## src/core/adcsc_pkg.sv

```systemverilog
// package for the converter sample and conversion control block
// assumes a 32-bit apb slave on ref_clk at 125 mhz, synchronous reset
package adcsc_pkg;

  // ----------------------------------------------------------------
  // register map (byte addresses)
  // ----------------------------------------------------------------
  localparam logic [7:0] ADCSC_CTRL_OFS = 8'h00;
  localparam logic [7:0] ADCSC_INSEL_OFS = 8'h04;
  localparam logic [7:0] ADCSC_STAT_OFS = 8'h08;

  // ----------------------------------------------------------------
  // control register fields
  // ----------------------------------------------------------------
  localparam int ADCSC_ON_BIT = 15;
  localparam int ADCSC_TRIG_LSB = 5;
  localparam int ADCSC_AUTO_SAMPLE_BIT = 2;
  localparam int ADCSC_SAMPLE_BIT = 1;
  localparam int ADCSC_DONE_BIT = 0;

  // ----------------------------------------------------------------
  // input select register fields
  // ----------------------------------------------------------------
  localparam int ADCSC_NEG_B_BIT = 31;
  localparam int ADCSC_POS_B_LSB = 24;
  localparam int ADCSC_NEG_A_BIT = 23;
  localparam int ADCSC_POS_A_LSB = 16;
  localparam logic [31:0] ADCSC_INSEL_MASK = 32'hbfbf_0000;

  // ----------------------------------------------------------------
  // reset values
  // ----------------------------------------------------------------
  localparam logic [31:0] ADCSC_INSEL_RST = 32'h0000_0000;
  localparam logic [2:0] ADCSC_TRIG_RST = 3'h0;

  // ----------------------------------------------------------------
  // trigger codes and positive input codes
  // ----------------------------------------------------------------
  localparam logic [2:0] ADCSC_TRIG_SW = 3'h0;
  localparam logic [2:0] ADCSC_TRIG_PIN = 3'h1;
  localparam logic [2:0] ADCSC_TRIG_TMR3 = 3'h2;
  localparam logic [2:0] ADCSC_TRIG_CHARGE = 3'h3;
  localparam logic [2:0] ADCSC_TRIG_AUTO = 3'h7;
  localparam logic [5:0] ADCSC_POS_TEMP = 6'h31;
  localparam logic [5:0] ADCSC_POS_IREF = 6'h30;

  // ----------------------------------------------------------------
  // timing: auto convert sampling length in ref_clk cycles
  // ----------------------------------------------------------------
  localparam logic [7:0] ADCSC_AUTO_CYCLES = 8'h10;

  typedef enum logic [1:0] {
    ADCSC_POS_ANALOG,
    ADCSC_POS_INT_REF,
    ADCSC_POS_TEMP_DIODE,
    ADCSC_POS_RESERVED
  } adcsc_pos_kind_type;

  typedef enum logic [1:0] {
    ADCSC_ST_IDLE,
    ADCSC_ST_SAMPLE,
    ADCSC_ST_CONVERT
  } adcsc_state_type;

endpackage

```

## src/core/adcsc_trig_if.sv

```systemverilog
// interface between the control core and the trigger selector
// assumes both ends run on the same ref_clk
interface adcsc_trig_if;
  logic [2:0] trig_sel;
  logic sampling;
  logic fire;

  modport ctl (
    output trig_sel,
    output sampling,
    input fire
  );

  modport trg (
    input trig_sel,
    input sampling,
    output fire
  );
endinterface

```

## src/core/adcsc_trig.sv

```systemverilog
// trigger selector: picks the event that ends sampling
// assumes charge unit and timer pulses on ref_clk, pin is asynchronous
module adcsc_trig (
  input wire logic ref_clk,
  input wire logic rst,
  input wire logic ext_edge_pin,
  input wire logic charge_trig,
  input wire logic timer3_match,
  adcsc_trig_if.trg tif
);
  import adcsc_pkg::*;

  // ----------------------------------------------------------------
  // pin synchroniser and rising edge detect
  // ----------------------------------------------------------------
  logic pin_meta_q;
  logic pin_sync_q;
  logic pin_prev_q;
  logic [7:0] auto_cnt_q;
  logic pin_edge;
  logic auto_end;

  always_ff @(posedge ref_clk) begin
    if (rst) begin
      pin_meta_q <= 1'b0;
      pin_sync_q <= 1'b0;
      pin_prev_q <= 1'b0;
    end else begin
      pin_meta_q <= ext_edge_pin;
      pin_sync_q <= pin_meta_q;
      pin_prev_q <= pin_sync_q;
    end
  end

  assign pin_edge = pin_sync_q & ~pin_prev_q;

  // ----------------------------------------------------------------
  // internal sample counter for auto convert
  // ----------------------------------------------------------------
  always_ff @(posedge ref_clk) begin
    if (rst) begin
      auto_cnt_q <= 8'h00;
    end else if (!tif.sampling || auto_end) begin
      auto_cnt_q <= 8'h00;
    end else begin
      auto_cnt_q <= auto_cnt_q + 8'h01;
    end
  end

  assign auto_end = tif.sampling && (auto_cnt_q == ADCSC_AUTO_CYCLES - 8'h01);

  // ----------------------------------------------------------------
  // trigger selection; reserved codes never fire
  // ----------------------------------------------------------------
  always_comb begin
    tif.fire = 1'b0;
    if (tif.sampling) begin
      case (tif.trig_sel)
        ADCSC_TRIG_AUTO: tif.fire = auto_end;
        ADCSC_TRIG_CHARGE: tif.fire = charge_trig;
        ADCSC_TRIG_TMR3: tif.fire = timer3_match;
        ADCSC_TRIG_PIN: tif.fire = pin_edge;
        default: tif.fire = 1'b0;
      endcase
    end
  end

endmodule

```

## src/core/adcsc_top.sv

```systemverilog
// sample and conversion control for a successive approximation converter
// assumes an apb master on ref_clk, a converter core giving a done pulse
//
// Function
// code 111 auto counter ends sampling
// code 011 charge time unit ends sampling
// code 010 timer three match ends sampling
// code 001 pin edge ends sampling
// code 000 software sample clear converts
// reserved trigger codes give no trigger
// software writing sample one starts sampling
// auto sample sets sample bit by hardware
// software zero to sample bit converts
// selected trigger clears sample bit in hardware
// hardware sets done when conversion ends
// software clears done, never sets it
// clearing done leaves activity running
// new conversion clears done flag
// avoid register access right after off
// sample b negative input select bit
// sample b positive input select field
// sample a negative input select bit
// unimplemented select bits read zero
// sample a positive select, same coding
// module on gates all sampling activity
//
// Local design decisions: the APB register port and the register addresses.
module adcsc_top (
  input wire logic ref_clk,
  input wire logic rst,
  input wire logic psel,
  input wire logic penable,
  input wire logic pwrite,
  input wire logic [7:0] paddr,
  input wire logic [31:0] pwdata,
  output logic [31:0] prdata,
  output logic pready,
  output logic pslverr,
  input wire logic ext_edge_pin,
  input wire logic charge_trig,
  input wire logic timer3_match,
  input wire logic conv_done,
  output logic sample_en,
  output logic convert_start,
  output logic neg_a_is_in1,
  output logic [5:0] pos_a_sel,
  output adcsc_pkg::adcsc_pos_kind_type pos_a_kind,
  output logic neg_b_is_in1,
  output logic [5:0] pos_b_sel,
  output adcsc_pkg::adcsc_pos_kind_type pos_b_kind
);
  import adcsc_pkg::*;

  localparam int AUTO_WAIT = 20;

  // ----------------------------------------------------------------
  // decoding helpers
  // ----------------------------------------------------------------
  function automatic adcsc_pos_kind_type pos_kind(input logic [5:0] code);
    if (code == ADCSC_POS_TEMP) begin
      pos_kind = ADCSC_POS_TEMP_DIODE;
    end else if (code == ADCSC_POS_IREF) begin
      pos_kind = ADCSC_POS_INT_REF;
    end else if (code < ADCSC_POS_IREF) begin
      pos_kind = ADCSC_POS_ANALOG;
    end else begin
      pos_kind = ADCSC_POS_RESERVED;
    end
  endfunction

  function automatic logic reg_hit(input logic [7:0] a, input logic [7:0] ofs);
    reg_hit = (a == ofs);
  endfunction

  // ----------------------------------------------------------------
  // declarations
  // ----------------------------------------------------------------
  adcsc_trig_if tif ();
  adcsc_state_type state_q;
  adcsc_state_type state_d;
  logic on_q;
  logic [2:0] trig_sel_q;
  logic auto_sample_q;
  logic done_q;
  logic [31:0] prdata_q;
  logic pready_q;
  logic pslverr_q;
  logic sample_en_q;
  logic convert_start_q;
  logic neg_a_q;
  logic neg_b_q;
  logic [5:0] pos_a_q;
  logic [5:0] pos_b_q;
  adcsc_pos_kind_type pos_a_kind_q;
  adcsc_pos_kind_type pos_b_kind_q;
  logic setup;
  logic access_done;
  logic wr_ctrl;
  logic wr_insel;
  logic any_hit;
  logic sw_sample_set;
  logic sw_sample_clr;
  logic end_evt;
  logic start_conv;
  logic done_set;
  logic [31:0] rd_mux;

  // ----------------------------------------------------------------
  // trigger selector
  // ----------------------------------------------------------------
  assign tif.trig_sel = trig_sel_q;
  assign tif.sampling = on_q && (state_q == ADCSC_ST_SAMPLE);

  adcsc_trig u_trig (
    .ref_clk(ref_clk),
    .rst(rst),
    .ext_edge_pin(ext_edge_pin),
    .charge_trig(charge_trig),
    .timer3_match(timer3_match),
    .tif(tif.trg)
  );

  // ----------------------------------------------------------------
  // apb slave: one wait-free access phase after setup
  // ----------------------------------------------------------------
  assign setup = psel && !penable && !pready_q;
  assign access_done = psel && penable && pready_q;
  assign any_hit = reg_hit(paddr, ADCSC_CTRL_OFS) ||
                   reg_hit(paddr, ADCSC_INSEL_OFS) ||
                   reg_hit(paddr, ADCSC_STAT_OFS);
  assign wr_ctrl = access_done && pwrite && reg_hit(paddr, ADCSC_CTRL_OFS);
  assign wr_insel = access_done && pwrite && reg_hit(paddr, ADCSC_INSEL_OFS);

  always_comb begin
    rd_mux = 32'h0000_0000;
    if (reg_hit(paddr, ADCSC_CTRL_OFS)) begin
      rd_mux[ADCSC_ON_BIT] = on_q;
      rd_mux[ADCSC_TRIG_LSB +: 3] = trig_sel_q;
      rd_mux[ADCSC_AUTO_SAMPLE_BIT] = auto_sample_q;
      rd_mux[ADCSC_SAMPLE_BIT] = (state_q == ADCSC_ST_SAMPLE);
      rd_mux[ADCSC_DONE_BIT] = done_q;
    end else if (reg_hit(paddr, ADCSC_INSEL_OFS)) begin
      rd_mux[ADCSC_NEG_B_BIT] = neg_b_q;
      rd_mux[ADCSC_POS_B_LSB +: 6] = pos_b_q;
      rd_mux[ADCSC_NEG_A_BIT] = neg_a_q;
      rd_mux[ADCSC_POS_A_LSB +: 6] = pos_a_q;
    end else if (reg_hit(paddr, ADCSC_STAT_OFS)) begin
      rd_mux[1:0] = state_q;
    end
  end

  always_ff @(posedge ref_clk) begin
    if (rst) begin
      pready_q <= 1'b0;
      pslverr_q <= 1'b0;
      prdata_q <= 32'h0000_0000;
    end else begin
      pready_q <= setup;
      pslverr_q <= setup && !any_hit;
      if (setup && !pwrite) begin
        prdata_q <= rd_mux;
      end else if (access_done) begin
        prdata_q <= 32'h0000_0000;
      end
    end
  end

  // ----------------------------------------------------------------
  // control register
  // ----------------------------------------------------------------
  always_ff @(posedge ref_clk) begin
    if (rst) begin
      on_q <= 1'b0;
      trig_sel_q <= ADCSC_TRIG_RST;
      auto_sample_q <= 1'b0;
    end else if (wr_ctrl) begin
      on_q <= pwdata[ADCSC_ON_BIT];
      trig_sel_q <= pwdata[ADCSC_TRIG_LSB +: 3];
      auto_sample_q <= pwdata[ADCSC_AUTO_SAMPLE_BIT];
    end
  end

  // ----------------------------------------------------------------
  // input select register; unimplemented bits are never stored
  // ----------------------------------------------------------------
  always_ff @(posedge ref_clk) begin
    if (rst) begin
      neg_b_q <= ADCSC_INSEL_RST[ADCSC_NEG_B_BIT];
      pos_b_q <= ADCSC_INSEL_RST[ADCSC_POS_B_LSB +: 6];
      neg_a_q <= ADCSC_INSEL_RST[ADCSC_NEG_A_BIT];
      pos_a_q <= ADCSC_INSEL_RST[ADCSC_POS_A_LSB +: 6];
      pos_b_kind_q <= ADCSC_POS_ANALOG;
      pos_a_kind_q <= ADCSC_POS_ANALOG;
    end else if (wr_insel) begin
      neg_b_q <= pwdata[ADCSC_NEG_B_BIT];
      pos_b_q <= pwdata[ADCSC_POS_B_LSB +: 6];
      pos_b_kind_q <= pos_kind(pwdata[ADCSC_POS_B_LSB +: 6]);
      neg_a_q <= pwdata[ADCSC_NEG_A_BIT];
      pos_a_q <= pwdata[ADCSC_POS_A_LSB +: 6];
      pos_a_kind_q <= pos_kind(pwdata[ADCSC_POS_A_LSB +: 6]);
    end
  end

  // ----------------------------------------------------------------
  // sample and convert sequencer
  // ----------------------------------------------------------------
  assign sw_sample_set = wr_ctrl && pwdata[ADCSC_SAMPLE_BIT];
  assign sw_sample_clr = wr_ctrl && !pwdata[ADCSC_SAMPLE_BIT];
  assign end_evt = (trig_sel_q == ADCSC_TRIG_SW) ? sw_sample_clr
                                                 : tif.fire;
  assign done_set = on_q && (state_q == ADCSC_ST_CONVERT) && conv_done;

  always_comb begin
    state_d = state_q;
    start_conv = 1'b0;
    case (state_q)
      ADCSC_ST_IDLE: begin
        if (sw_sample_set || auto_sample_q) begin
          state_d = ADCSC_ST_SAMPLE;
        end
      end
      ADCSC_ST_SAMPLE: begin
        if (end_evt) begin
          start_conv = 1'b1;
          state_d = ADCSC_ST_CONVERT;
        end
      end
      ADCSC_ST_CONVERT: begin
        if (conv_done) begin
          state_d = auto_sample_q ? ADCSC_ST_SAMPLE : ADCSC_ST_IDLE;
        end
      end
      default: state_d = ADCSC_ST_IDLE;
    endcase
    if (!on_q) begin
      state_d = ADCSC_ST_IDLE;
      start_conv = 1'b0;
    end
  end

  always_ff @(posedge ref_clk) begin
    if (rst) begin
      state_q <= ADCSC_ST_IDLE;
      sample_en_q <= 1'b0;
      convert_start_q <= 1'b0;
    end else begin
      state_q <= state_d;
      sample_en_q <= (state_d == ADCSC_ST_SAMPLE);
      convert_start_q <= start_conv;
    end
  end

  // ----------------------------------------------------------------
  // conversion complete flag: set beats any clear
  // ----------------------------------------------------------------
  always_ff @(posedge ref_clk) begin
    if (rst) begin
      done_q <= 1'b0;
    end else if (done_set) begin
      done_q <= 1'b1;
    end else if (start_conv) begin
      done_q <= 1'b0;
    end else if (wr_ctrl && !pwdata[ADCSC_DONE_BIT]) begin
      done_q <= 1'b0;
    end
  end

  // ----------------------------------------------------------------
  // outputs
  // ----------------------------------------------------------------
  assign prdata = prdata_q;
  assign pready = pready_q;
  assign pslverr = pslverr_q;
  assign sample_en = sample_en_q;
  assign convert_start = convert_start_q;
  assign neg_a_is_in1 = neg_a_q;
  assign pos_a_sel = pos_a_q;
  assign pos_a_kind = pos_a_kind_q;
  assign neg_b_is_in1 = neg_b_q;
  assign pos_b_sel = pos_b_q;
  assign pos_b_kind = pos_b_kind_q;
endmodule

```

## config.mk

```make
export PLATFORM = sky130hd
export DESIGN_NAME = adcsc_top
export DESIGN_NICKNAME = d
export VERILOG_FILES = /design/src/core/adcsc_pkg.sv /design/src/core/adcsc_trig_if.sv /design/src/core/adcsc_trig.sv /design/src/core/adcsc_top.sv
export SDC_FILE = /design/constraint.sdc
export NUM_CORES = 1
export LEC_CHECK = 0
export BUFFER_PORTS_ARGS = -buffer_cell sky130_fd_sc_hd__buf_2
export CAP_MARGIN = 25
export CORE_MARGIN = 8
export CORE_UTILIZATION = 43
export CTS_CLUSTER_SIZE = 25
export DETAILED_ROUTE_END_ITERATION = 10
export PLACE_DENSITY = 0.86
export SLEW_MARGIN = 20
export SYNTH_ARGS = -nofsm -noshare
export SYNTH_HDL_FRONTEND = slang
export SYNTH_SLANG_ARGS = --single-unit
```

## constraint.sdc

```tcl
create_clock -name ref_clk -period 1.65 [get_ports ref_clk]
set_clock_uncertainty 0.1 [all_clocks]
set_input_delay 0.165 -clock ref_clk [delete_from_list [all_inputs] [get_ports ref_clk]]
set_output_delay 0.165 -clock ref_clk [all_outputs]
set_load 0.01 [all_outputs]
```

# After elaboration in Yosys (flattened, before gate mapping)
# Index checks and enable logic that the tools add are counted.
# totals
out_inout_bits	54
in_bits	49
reg_bits	62
# classes
n_lt_le_gt_ge	2
n_addsub	1
n_eq_ne	14
n_bitwise	2
n_reduce_logical	33
mux	35
# ops
operator	n
2-to-1 mux 32 bit	2
2-to-1 mux 2 bit	13
== test 6 bit (second input constant)	4
== test 8 x 4 -> 1 bit (second input constant)	2
logical AND 1 bit	16
2-to-1 mux 7 bit	2
2-to-1 mux 1 bit	13
< comparator 6 bit (second input constant)	2
2-to-1 mux 6 bit	2
adder 8 x 1 -> 8 bit (second input constant)	1
== test 8 x 3 -> 1 bit (second input constant)	1
zero test 8 bit	1
zero test 1 bit	7
== test 3 x 2 -> 1 bit (second input constant)	2
case mux 2 bit (3 select lines)	1
== test 2 x 1 -> 1 bit (second input constant)	2
logical OR 1 bit	4
case mux 1 bit (4 select lines)	1
== test 3 x 1 -> 1 bit (second input constant)	1
== test 3 bit (second input constant)	1
zero test 3 bit	1
2-to-1 mux 3 bit	1
nonzero test 3 bit	1
== test 2 bit (second input constant)	1
other kinds (5)	5

# Depth between registers and ports, before layout
# Gate-level depths: netlist (run 1).
# logic_depth
depth_word	11
mapped_depth	7
mapped_depth_nobuf	6

# Cells and area by module
# From an unflattened synthesis (run 1), not the netlist that was laid out.
# unflattened
hier_cells	271
area_unflattened_um2	2598.7
# modules_own_cells
mod	cells_per_inst	area_per_inst_um2	seq_area_each_um2	instances
adcsc_top	220	2129.5	1021.0	1
adcsc_trig	51	469.2	220.2	1

# Worst setup path before layout (run 1)
# Ideal clock, no wire load.
# synth_timing
path_kind	reg2reg
from	register pready_q (netlist: pready)
to	register sample_en_q (netlist: sample_en)
setup_time_ns	0.116
path_buffers	0
t_required_ns	1.434
path_slack_ns	-0.125
arrival_ns	1.559
stages_incl_launch_ff	6
cell_sequence	dfxtp_1 > and4_1 > nand4_1 > or4_1 > a21o_1 > a31o_1
# synth_via
elab_chain_len	9
elab_cells_between_ends	12
cone_classes	eq/ne: 1; mux: 5; reduce/logical: 6
# synth_rtl
element	line	source
start, declared	adcsc_top.sv:86	logic pready_q;
start signal, assigned	adcsc_top.sv:158	pready_q <= setup;
logical AND 1 bit *	adcsc_top.sv:127	assign access_done = psel && penable && pready_q;
logical AND 1 bit * (2 in a row)	adcsc_top.sv:131	assign wr_ctrl = access_done && pwrite && reg_hit(paddr, ADCSC_CTRL_OFS);
logical AND 1 bit, on equally long branches	adcsc_top.sv:208, adcsc_top.sv:207	
2-to-1 mux 1 bit or logical OR 1 bit (tied branches)	adcsc_top.sv:209, adcsc_top.sv:218	
2-to-1 mux 2 bit, on equally long branches	adcsc_top.sv:223, adcsc_top.sv:218	
case mux 2 bit (3 select lines) *	adcsc_top.sv:216	case (state_q)
2-to-1 mux 2 bit *	adcsc_top.sv:235	if (!on_q) begin
== test 2 x 1 -> 1 bit *	adcsc_top.sv:248	sample_en_q <= (state_d == ADCSC_ST_SAMPLE);
end signal, assigned	adcsc_top.sv:248	
end, declared	adcsc_top.sv:88	logic sample_en_q;
# Mark *: on every way between the ends. The rest lies on a longest branch, timed or not.
# A chain may end at the register's enable or synchronous reset.

# Worst setup path after layout (run 1)
# layout_timing
from	register pready_q (netlist: pready)
to	register state_q[0]
# layout_via
elab_chain_len	8
elab_cells_between_ends	11
cone_classes	mux: 5; reduce/logical: 6
# layout_rtl
element	line	source
logical AND 1 bit *	adcsc_top.sv:127	
logical AND 1 bit * (2 in a row)	adcsc_top.sv:131	
logical AND 1 bit, on equally long branches	adcsc_top.sv:208, adcsc_top.sv:207	
2-to-1 mux 1 bit or logical OR 1 bit (tied branches)	adcsc_top.sv:209, adcsc_top.sv:218	
2-to-1 mux 2 bit, on equally long branches	adcsc_top.sv:223, adcsc_top.sv:218	
case mux 2 bit (3 select lines) *	adcsc_top.sv:216	
2-to-1 mux 2 bit *	adcsc_top.sv:235	
end signal, assigned	adcsc_top.sv:247	state_q <= state_d;
end, declared	adcsc_top.sv:79	adcsc_state_type state_q;
# Marked as above.

==> results of run 1 <==
-- power by group --
part | internal [mW] | total [mW] | switching [mW] | leakage (nW)
registers | 1.50 | 1.50 | 0.00166 | 0.501
logic | 0.0889 | 0.182 | 0.0934 | 0.928
clock network | 1.03 | 1.59 | 0.565 | 0.122
-- synthesized netlist by cell type, drive strengths merged --
| master | count | area share |
|---|---|---|
| dfxtp | 62 | 0.50 |
| nand2 | 43 | 0.065 |
| nor2 | 40 | 0.061 |
| a21oi | 23 | 0.047 |
| a22oi | 21 | 0.064 |
| buf | 15 | 0.044 |
| clkbuf | 9 | 0.014 |
| nand3 | 8 | 0.016 |
| mux2i | 5 | 0.020 |
| nand4 | 5 | 0.013 |
| inv | 4 | 0.0061 |
| nand2b | 4 | 0.010 |
| nor2b | 4 | 0.010 |
| nor3 | 4 | 0.0081 |
| o21ai | 4 | 0.0081 |
| xor2 | 4 | 0.014 |
| and3 | 3 | 0.0076 |
| a31o | 2 | 0.0071 |
| and2 | 2 | 0.0056 |
| and4 | 2 | 0.0076 |
| nor4 | 2 | 0.011 |
| nor4b | 2 | 0.0071 |
| or4 | 2 | 0.0061 |
| xnor2 | 2 | 0.0071 |
| a211oi | 1 | 0.0030 |
| a21boi | 1 | 0.0030 |
| a21o | 1 | 0.0030 |
| a31oi | 1 | 0.0025 |
| and4b | 1 | 0.0040 |
| conb | 1 | 0.0015 |
| ha | 1 | 0.0051 |
| nand4b | 1 | 0.0035 |
| nor3b | 1 | 0.0051 |
| o2111ai | 1 | 0.0035 |
| or2 | 1 | 0.0025 |
| or3 | 1 | 0.0025 |
-- cell type report --
cell class	instances	area [um^2]
clock inverters	2	60.1
inverters	4	15.0
well taps	72	90.1
flip-flops and latches	62	1250
clock buffers	14	184
fillers	448	1920
repair buffers	130	875
multi-input cells	204	1150
-- what timing repair did --
item / in CTS / in global routing
cloned: 0 / 2
gates resized for setup: 4 / 9
hold endpoints to repair: 20 / 0
pin swaps: 1 / 6
setup buffers: 1 / 0
hold buffers: 19 / 0
endpoints found under the setup margin: 4 / 32
-- metrics by stage --
| stage | utilization | setup WS, ns |
|---|---|---|
| 3_3_place_gp | 0.558 | -0.144 |
| 5_1_grt | 0.654 | -0.160 |
| 2_1_floorplan | - | -0.0273 |
| 6_report | 0.654 | -0.126 |
| 4_1_cts | 0.640 | -0.0905 |
| 3_5_place_dp | 0.558 | -0.232 |
-- registers in the layout (all words and copies together) (netlist names) --
signal / cells
prdata: 21
convert_start: 1
pos_b_kind: 2
state_q: 2
pos_a_sel: 6
pos_b_sel: 6
tif.trig_sel: 3
neg_b_is_in1: 1
pos_a_kind: 2
sample_en: 1
u_trig.pin_sync_q: 1
on_q: 1
u_trig.pin_prev_q: 1
done_q: 1
pready: 1
pslverr: 1
neg_a_is_in1: 1
auto_sample_q: 1
u_trig.auto_cnt_q: 8
u_trig.pin_meta_q: 1
-- tightest hold or removal path: stages --
cell and delay (ns):
buf_2 0.11, nand2_1 0.06, a21oi_1 0.06
-- routing by layer --
metal	GRT usage	vias to the layer above
met2	0.289	121
met1	0.186	1204
met4	0.0993	0
li1	-	1217
met3	0.0481	19
met5	0	-
-- cell families (layout without fill, tap and decap cells) --
group                    Yosys count  count (layout)  synth area share
AND/OR/NAND/NOR                  126             126             0.246
flip-flops                        62              62             0.502
AO/OA/AOI/OAI                     55              55             0.141
buffers and inverters             28             150            0.0633
XOR/XNOR                           6               6            0.0213
multiplexers                       5               5            0.0202
adder cells (fa/ha/maj)            1               1           0.00506
other                              1              11           0.00152
-- path summary, 6_finish.rpt --
check                                from                      endpoint  slack, ns  cells after the start
min                            pwdata[21]     pos_a_sel[5]$_SDFFE_PP0P_       0.02                      3
max reg2reg             pready$_SDFF_PP0_         state_q[0]$_SDFF_PP0_      -0.13                      5
min reg2reg  u_trig.pin_meta_q$_SDFF_PP0_  u_trig.pin_sync_q$_SDFF_PP0_       0.34                      1
max                     pready$_SDFF_PP0_         state_q[0]$_SDFF_PP0_      -0.13                      5
==> reports/results.txt, run 1 <==
status: finished, violations left
failing checks: setup timing
worst min-delay path class: in -> reg
initial antenna violation count: 0
Worst EP required: 1.77 ns
Starting Density: 0.446
first drt pass iteration count: 4
die footprint: 8430 um^2
placer congestion estimate: 0.884
hold_ws: 0.0153 ns
first-pass GRT wire length: 11.8 mm
total core area: 5540 um^2
DR WL/cell: 15.6 um
Post-Syn Instances: 284
Top Layer Used: met4
worst skew pair latency: 0.34 ns
max frequency: 0.563 GHz
wl on met1: 3.02 mm
most frequent cells in the layout: 80 x buf_2, 60 x dfxtp_1, 42 x nand2_1
total grt overflow: 0
Post-Syn Area per Cell: 8.71 um^2
Area after DPL: 3090 um^2
CTS buffer count: 9
Design Power: 3.28 mW
number of max-cap violations: 0
synthesis-to-layout area growth: 46.5%
CP max stage cell: or4_4
# IOs: 103
layout cell share with drive strength beyond 1: 0.341
# port buffers: 80
Die W: 91.8 um
Cell variety after synth: 40
pin count of the biggest net entering global routing: 28
# rows: 27
post-synthesis sequential area ratio: 0.502
#FFs+latches synth: 62
Placed Cells: 451
die outline height: 91.8 um
CTS tree: built
final hold violation count: 0
CTS max path bufs: 2
ANT cells: 0
crit path capture type: flip-flop
Pleak: 1.55 nW
critical path arrival: 1.90 ns
CTS root buffer: clkbuf_8
critical path, cell by cell: and4_4 > nand4_1 > or4_4 > a21o_1 > a31o_1
routed vias: 2561
mapped cell area: 2470 um^2
met3 WL: 582 um
Final period util: 1.08
most common cell after layout, fill and taps aside: buf_2
via density per instance: 5.25
Warnings, synthesis: 0
max incr delay on CP: 0.47 ns
Setup CP Type: reg -> reg
Pwr Density: 905 nW/um^2
crit path time final: 1.78 ns
Post-DP HPWL: 5.12 mm
GRT Util Overall: 0.170
drt initial violations: 246
cell family with most CP delay: simple AND/OR/NAND/NOR gates
max-slew violations: 0
clock slew at reported path FFs: 0.07 ns
vias in the first global route: 2549
nets@finish: 461
design area: 3620 um^2
Final ANT Viol Nets: 0
final WL: 7.62 mm
setup violators final: 6
fin cells: 488
clock sink count: 62
H-tree depth: 3
post-route setup slack: -0.126 ns
CP max FO: 4
worst path bufs/invs: 0
# DRC: 0
RSZ-0062 raised after global routing: true
Startpoint Class: flip-flop
DR WL met2: 3.77 mm
Peak VDD IR: 0.795 mV
TNS Setup: -0.341 ns
Power figures use the tool's default switching activity.
==> inputs of run 2 (changes only) <==
--- a/config.mk
+++ b/config.mk
@@ -11,7 +11,7 @@
 export CORE_UTILIZATION = 43
 export CTS_CLUSTER_SIZE = 25
 export DETAILED_ROUTE_END_ITERATION = 10
-export PLACE_DENSITY = 0.86
+export PLACE_DENSITY = 0.87
 export SLEW_MARGIN = 20
 export SYNTH_ARGS = -nofsm -noshare
 export SYNTH_HDL_FRONTEND = slang
==> run 2 against run 1 <==
Compared with the run above:
- the run still ends with setup timing left
- clock power shrank 10%
- fmax shrank 0.41%
- wire length grew 1.8%
- total power shrank 5.0%
- via count grew 1.1%
- critical endpoint unchanged
==> reports/results.txt, run 2 (synthesis gave the netlist of run 1 again) <==
worst skew pair latency: 0.33 ns (about the same)
first drt pass iteration count: 7 (+3)
crit path time final: 1.78 ns (+0.00735 ns)
Reg area: 1250 um^2 (unchanged)
H-tree depth: 3 (unchanged)
design area: 3630 um^2 (+0.17%)
first-pass GRT wire length: 12.1 mm (+2.8%)
Final ANT Viol Nets: 0 (unchanged)
multi-input logic area: 1150 um^2 (-0.43%)
clock slew at reported path FFs: 0.07 ns (about the same)
nets@finish: 466 (+1.1%)
Pwr Density: 858 nW/um^2 (-5.2%)
max frequency: 0.561 GHz (-0.41%)
total core area: 5540 um^2 (unchanged)
most frequent cells in the layout: 80 x buf_2, 60 x dfxtp_1, 43 x nand2_1
worst flop-to-flop path startpoint: pready$_SDFF_PP0_
post-route setup slack: -0.133 ns (-0.00735 ns)
WHS Path Cells: 2 (-1)
CTS buffer count: 9 (unchanged)
Design Power: 3.11 mW (-5.0%)
HP Start: psel
reg2reg path depth: 5 (unchanged)
die outline height: 91.8 um (unchanged)
cell family with most CP delay: simple AND/OR/NAND/NOR gates
CP max FO: 4 (unchanged)
fillers: 448 (unchanged)
drt initial violations: 197 (-20%)
setup violators final: 20 (+14)
GRT Util Overall: 0.173 (+0.00329)
final WL: 7.76 mm (+1.8%)
RSZ-0062 raised after global routing: true
crit path capture type: flip-flop
Worst EP required: 1.77 ns (about the same)
FF-to-FF End: state_q[0]$_SDFF_PP0_
setup slack, reg-to-reg: -0.13 ns (about the same)
routed vias: 2590 (+1.1%)
CTS max path bufs: 2 (unchanged)
max-slew violations: 0 (unchanged)
Die W: 91.8 um (unchanged)
initial antenna violation count: 0 (unchanged)
# IOs: 103 (unchanged)
ANT cells: 0 (unchanged)
CP max stage cell: or4_4
# DRC: 0 (unchanged)
status: finished, violations left
clock sink count: 62 (unchanged)
Peak VDD IR: 0.973 mV (+22%)
Setup CP Type: reg -> reg
die footprint: 8430 um^2 (unchanged)
Starting Density: 0.446 (unchanged)
failing checks: setup timing
# rows: 27 (unchanged)
DR WL/cell: 15.7 um (+0.80%)
# port buffers: 80 (unchanged)
total grt overflow: 0 (unchanged)
worst min-delay path class: in -> reg
Post-DP HPWL: 5.11 mm (about the same)
CTS tree: built
max incr delay on CP: 0.47 ns (about the same)
Area after DPL: 3080 um^2 (-0.49%)
most common cell after layout, fill and taps aside: buf_2
pin count of the biggest net entering global routing: 29 (+3.6%)
critical path arrival: 1.90 ns (about the same)
CTS root buffer: clkbuf_8
Pleak: 1.56 nW (+0.73%)
via density per instance: 5.25 (+0.11%)
layout cell share with drive strength beyond 1: 0.342 (+0.000697)
number of max-cap violations: 0 (unchanged)
max reg flops: 21 (unchanged)
Final period util: 1.08 (+0.00445)
final hold violation count: 0 (unchanged)
critical path, cell by cell: and4_1 > nand4_1 > or4_4 > a21o_1 > a31o_1
worst path bufs/invs: 0 (unchanged)
placer congestion estimate: 0.848 (-4.1%)
Hold EP: pready$_SDFF_PP0_
synthesis-to-layout area growth: 46.7%
Startpoint Class: flip-flop
vias in the first global route: 2520 (-1.1%)
## run 2: cell types whose count changed in the layout (fill, tap and decap cells not counted), sizes merged
cell / delta
buf: +3
clkbuf: -4
clkinv: +3
dlygate4sd3: +2
inv: +1
## run 2: final cells by class
class                           count  share of cell area
Inverter                            4             0.00414
Clock buffer                       10              0.0352
Clock inverter                      6              0.0235
Tap cell                           72              0.0248
Timing Repair Buffer              135               0.253
Multi-Input combinational cell    204               0.316
Sequential cell                    62               0.344
## run 2: where the power goes
group / internal, mW / switching, mW / leakage (nW)
clock network: 0.849 / 0.576 / 0.111
logic: 0.0911 / 0.0940 / 0.950
registers: 1.50 / 0.00159 / 0.501
## run 2: repair_timing
item,4_1_cts,5_1_grt
gates cloned,0,3
endpoints found under the hold margin,23,0
endpoints found under the setup margin,5,33
resized for setup,5,8
setup buffers,5,1
hold buffers,21,0
pin swaps,1,5
## run 2: worst max path at each step
stage	from	to	slack, ns	depth (start not counted)
2_1_floorplan	pready$_SDFF_PP0_	sample_en$_SDFF_PP0_	-0.03	5
3_3_place_gp	paddr[1]	sample_en$_SDFF_PP0_	-0.12	6
3_5_place_dp	paddr[1]	state_q[0]$_SDFF_PP0_	-0.15	6
4_1_cts	pready$_SDFF_PP0_	state_q[0]$_SDFF_PP0_	-0.1	5
5_1_grt	pready$_SDFF_PP0_	state_q[0]$_SDFF_PP0_	-0.19	5
6_report	pready$_SDFF_PP0_	state_q[0]$_SDFF_PP0_	-0.13	5
## run 2: layer usage
metal,GRT usage,wire length [um],share of wire
met1,0.192,3110,0.40
met2,0.295,3810,0.49
met3,0.0554,602,0.078
met4,0.0819,236,0.030
met5,0,0,0
## run 2: through the flow
step	hold slack [ns]	setup slack (ns)	utilization	setup TNS [ns]	cells
final	0.0295	-0.133	0.655	-1.15	493
after global routing	0.0234	-0.188	0.655	-3.31	493
after CTS	0.0144	-0.0983	0.642	-0.235	491
after detailed placement	0.279	-0.154	0.556	-0.798	449
after global placement	0.276	-0.119	0.556	-0.443	449
after floorplan	0.141	-0.0273	-	-0.0546	294
==> inputs of run 3 (changes only) <==
--- a/config.mk
+++ b/config.mk
@@ -5,13 +5,14 @@
 export SDC_FILE = /design/constraint.sdc
 export NUM_CORES = 1
 export LEC_CHECK = 0
+export ABC_AREA = 1
 export BUFFER_PORTS_ARGS = -buffer_cell sky130_fd_sc_hd__buf_2
 export CAP_MARGIN = 25
 export CORE_MARGIN = 8
 export CORE_UTILIZATION = 43
 export CTS_CLUSTER_SIZE = 25
 export DETAILED_ROUTE_END_ITERATION = 10
-export PLACE_DENSITY = 0.87
+export PLACE_DENSITY = 0.86
 export SLEW_MARGIN = 20
 export SYNTH_ARGS = -nofsm -noshare
 export SYNTH_HDL_FRONTEND = slang
==> run 3 against run 2 <==
Compared with the run above:
- first-iteration DRC count is 27% lower
- fmax is 17% higher
- utilization is 9.3 points lower
- sequential cell count stayed put
- highest routed layer unchanged
- non-clock buffer count is 37 lower
- sequential share of layout area is 3.0 points higher
- critical path depth is 2 higher
- hold slack worse by 0.017 ns
- the flow now finishes without violations
- largest power group unchanged
- worst setup slack better by 0.26 ns
==> reports/results.txt, run 3 <==
first-pass GRT wire length: 11.1 mm (-8.5%)
RSZ-0062 raised after global routing: false
via density per instance: 4.98 (-5.3%)
Post-Syn Area per Cell: 7.53 um^2 (-13%)
# rows: 28 (+3.7%)
reg2reg path depth: 7 (+2)
crit path capture type: flip-flop
TNS Setup: 0 ns (+1.15 ns)
FF-to-FF End: done_q$_SDFFE_PP0P_
Die W: 94.1 um (+2.5%)
first drt pass iteration count: 5 (-2)
max-slew violations: 0 (unchanged)
Cell variety after synth: 26 (-35%)
Placed Cells: 496 (+10%)
total grt overflow: 0 (unchanged)
die footprint: 8850 um^2 (+5.0%)
cell family with most CP delay: simple AND/OR/NAND/NOR gates
top-area cell type share of the netlist area: 0.474 (-0.0285)
max frequency: 0.658 GHz (+17%)
die outline height: 94.1 um (+2.5%)
max reg flops: 21 (unchanged)
top-count cell post-synth: nand2_1
final WL: 6.90 mm (-11%)
setup violators final: 0 (-100%)
synthesis-to-layout area growth: 26.9%
Setup CP Type: reg -> reg
Post-Syn Instances: 348 (+23%)
Synth Flop Type: dfxtp_1
HP Start: pwdata[5]
status: complete, no violations
most common cell after layout, fill and taps aside: buf_2
Pwr Density: 870 nW/um^2 (+1.5%)
wl on met1: 2.83 mm (-9.2%)
worst min-delay path class: in -> reg
critical path, cell by cell: nand3_1 > nor2_1 > nand2_1 > o211ai_1 > inv_1 > nand2_1 > nand2_1
number of synthesized flops with an enable pin: 0 (unchanged)
Switching Fraction: 0.230 (+0.0141)
crit path time final: 1.52 ns (-0.264 ns)
Worst EP required: 1.78 ns (about the same)
synth top area cells: dfxtp_1 47%, nand3_1 9.7%, nand2_1 9.5%
Startpoint Class: flip-flop
worst flop-to-flop path startpoint: pready$_SDFF_PP0_
most frequent cells in the layout: 80 x buf_2, 65 x nand2_1, 62 x dfxtp_1
Final ANT Viol Nets: 0 (unchanged)
most numerous cell on the critical path: nand2_1
WHS Path Cells: 3 (+1)
placer congestion estimate: 0.785 (-7.4%)
routed vias: 2583 (-0.27%)
CTS root buffer: clkbuf_8
final hold violation count: 0 (unchanged)
clock sink count: 62 (unchanged)
CP max stage cell: dfxtp_1
#FFs+latches synth: 62 (unchanged)
Peak VDD IR: 0.501 mV (-48%)
total core area: 5920 um^2 (+6.9%)
worst skew pair latency: 0.33 ns (about the same)
Final period util: 0.921 (-0.160)
setup slack, reg-to-reg: 0.13 ns (+0.26 ns)
ANT cells: 0 (unchanged)
worst path bufs/invs: 1 (+1)
# IOs: 103 (unchanged)
drt initial violations: 143 (-27%)
Warnings, synthesis: 0 (unchanged)
Critical Path Stages: 7 (+2)
Pint: 2.23 mW (-8.6%)
# port buffers: 80 (unchanged)
Hold EP: tif.trig_sel[0]$_SDFFE_PP0N_
clock share of power: 0.425 (-0.033)
GRT Util Overall: 0.156 (-0.0173)
Starting Density: 0.443 (-0.00352)
layout cell share with drive strength beyond 1: 0.257 (-0.0853)
CTS max path bufs: 2 (unchanged)
critical path arrival: 1.65 ns (-0.25 ns)
pin count of the biggest net entering global routing: 35 (+21%)
CTS tree: built
Logic pwr share: 0.056 (-0.003)
initial antenna violation count: 0 (unchanged)
H-tree depth: 3 (unchanged)
Async S/R FF share, synth: 0 (unchanged)
clock slew at reported path FFs: 0.07 ns (about the same)
NetSw: 666 uW (-0.85%)
Sequential Power Share: 0.519 (+0.036)
mapped cell area: 2620 um^2 (+6.0%)
synth cell count leaders: 66 x nand2_1, 62 x dfxtp_1, 51 x nand3_1, 48 x a21oi_1, 31 x inv_1
Top Layer Used: met4
max incr delay on CP: 0.35 ns (-0.12 ns)
Post-DP HPWL: 5.04 mm (-1.5%)
Synth area leader: dfxtp_1
DR WL met2: 3.20 mm (-16%)
CTS buffer count: 9 (unchanged)
# DRC: 0 (unchanged)
number of max-cap violations: 0 (unchanged)
Pleak: 1.49 nW (-4.4%)
post-synthesis sequential area ratio: 0.474 (-0.0285)
fin cells: 519 (+5.3%)
vias in the first global route: 2462 (-2.3%)
nets@finish: 489 (+4.9%)
met3 WL: 783 um (+30%)
DR WL/cell: 13.3 um (-16%)
CP max FO: 11 (+7)
run 3: worst max path at each step:
stage                                    start                              end  slack (ns)
4_1_cts        u_trig.auto_cnt_q[0]$_SDFF_PP0_  u_trig.auto_cnt_q[5]$_SDFF_PP0_        0.08
3_3_place_gp                          paddr[7]              done_q$_SDFFE_PP0P_        0.12
2_1_floorplan                pready$_SDFF_PP0_       pos_a_kind[0]$_SDFFE_PP0P_        0.18
6_report                     pready$_SDFF_PP0_              done_q$_SDFFE_PP0P_        0.13
5_1_grt                      pready$_SDFF_PP0_            state_q[1]$_SDFF_PP0_       0.008
3_5_place_dp                          paddr[7]              done_q$_SDFFE_PP0P_        0.08
run 3: timing repair:
| item | 4_1_cts | 5_1_grt |
|---|---|---|
| hold buffers | 7 | 0 |
| gates resized for setup | 0 | 3 |
| endpoints found under the setup margin | 0 | 8 |
| hold endpoints to repair | 7 | 0 |
| buffers inserted | 0 | 0 |
run 3: logic make-up after synthesis:
| group | share of synthesized area |
|---|---|
| xor+xnor | 0.00334 |
| compound gates | 0.130 |
| fa+ha+maj | 0.00477 |
| flops | 0.474 |
| simple gates | 0.269 |
| buf+inv | 0.117 |
| other cells | 0.00143 |
run 3: metrics by stage:
| stage | util | setup WS [ns] | hold slack, ns | instance area, um^2 | power [mW] |
|---|---|---|---|---|---|
| 2_1_floorplan | - | 0.176 | 0.172 | 2660 | 1.63 |
| 3_3_place_gp | 0.517 | 0.121 | 0.272 | 3060 | 1.68 |
| 3_5_place_dp | 0.517 | 0.0833 | 0.276 | 3060 | 1.68 |
| 4_1_cts | 0.560 | 0.0788 | 0.00128 | 3320 | 2.92 |
| 5_1_grt | 0.562 | 0.00801 | 0.0283 | 3330 | 3.01 |
| 6_report | 0.562 | 0.131 | 0.0124 | 3330 | 2.90 |
run 3: final cells by class:
| type | instances | area [um^2] |
|---|---|---|
| Timing Repair Buffer | 98 | 566 |
| Fill cell | 559 | 2590 |
| Tap cell | 75 | 93.8 |
| Multi-Input combinational cell | 236 | 1120 |
| Clock buffer | 13 | 169 |
| Clock inverter | 3 | 17.5 |
| Inverter | 32 | 120 |
| Sequential cell | 62 | 1240 |
run 3: metal layers:
layer	GRT usage	vias to the layer above
met4	0.0608	0
met5	0	-
li1	-	1304
met1	0.171	1170
met3	0.0647	10
met2	0.261	99
run 3: worst register-to-register path, cell delays in order, from the launching register on:
cell and delay [ns]:
dfxtp_1 0.35, nand3_1 0.11, nor2_1 0.17, nand2_1 0.26
o211ai_1 0.26, inv_1 0.06, nand2_1 0.06, nand2_1 0.04
run 3: power groups by stage:
stage               registers [mW]  logic, mW  clock network, mW
finish                        1.50      0.162               1.23
global route                  1.50      0.179               1.33
CTS                           1.50      0.161               1.26
detailed placement            1.54      0.148                  0
global placement              1.54      0.145                  0
floorplan                     1.54     0.0908                  0
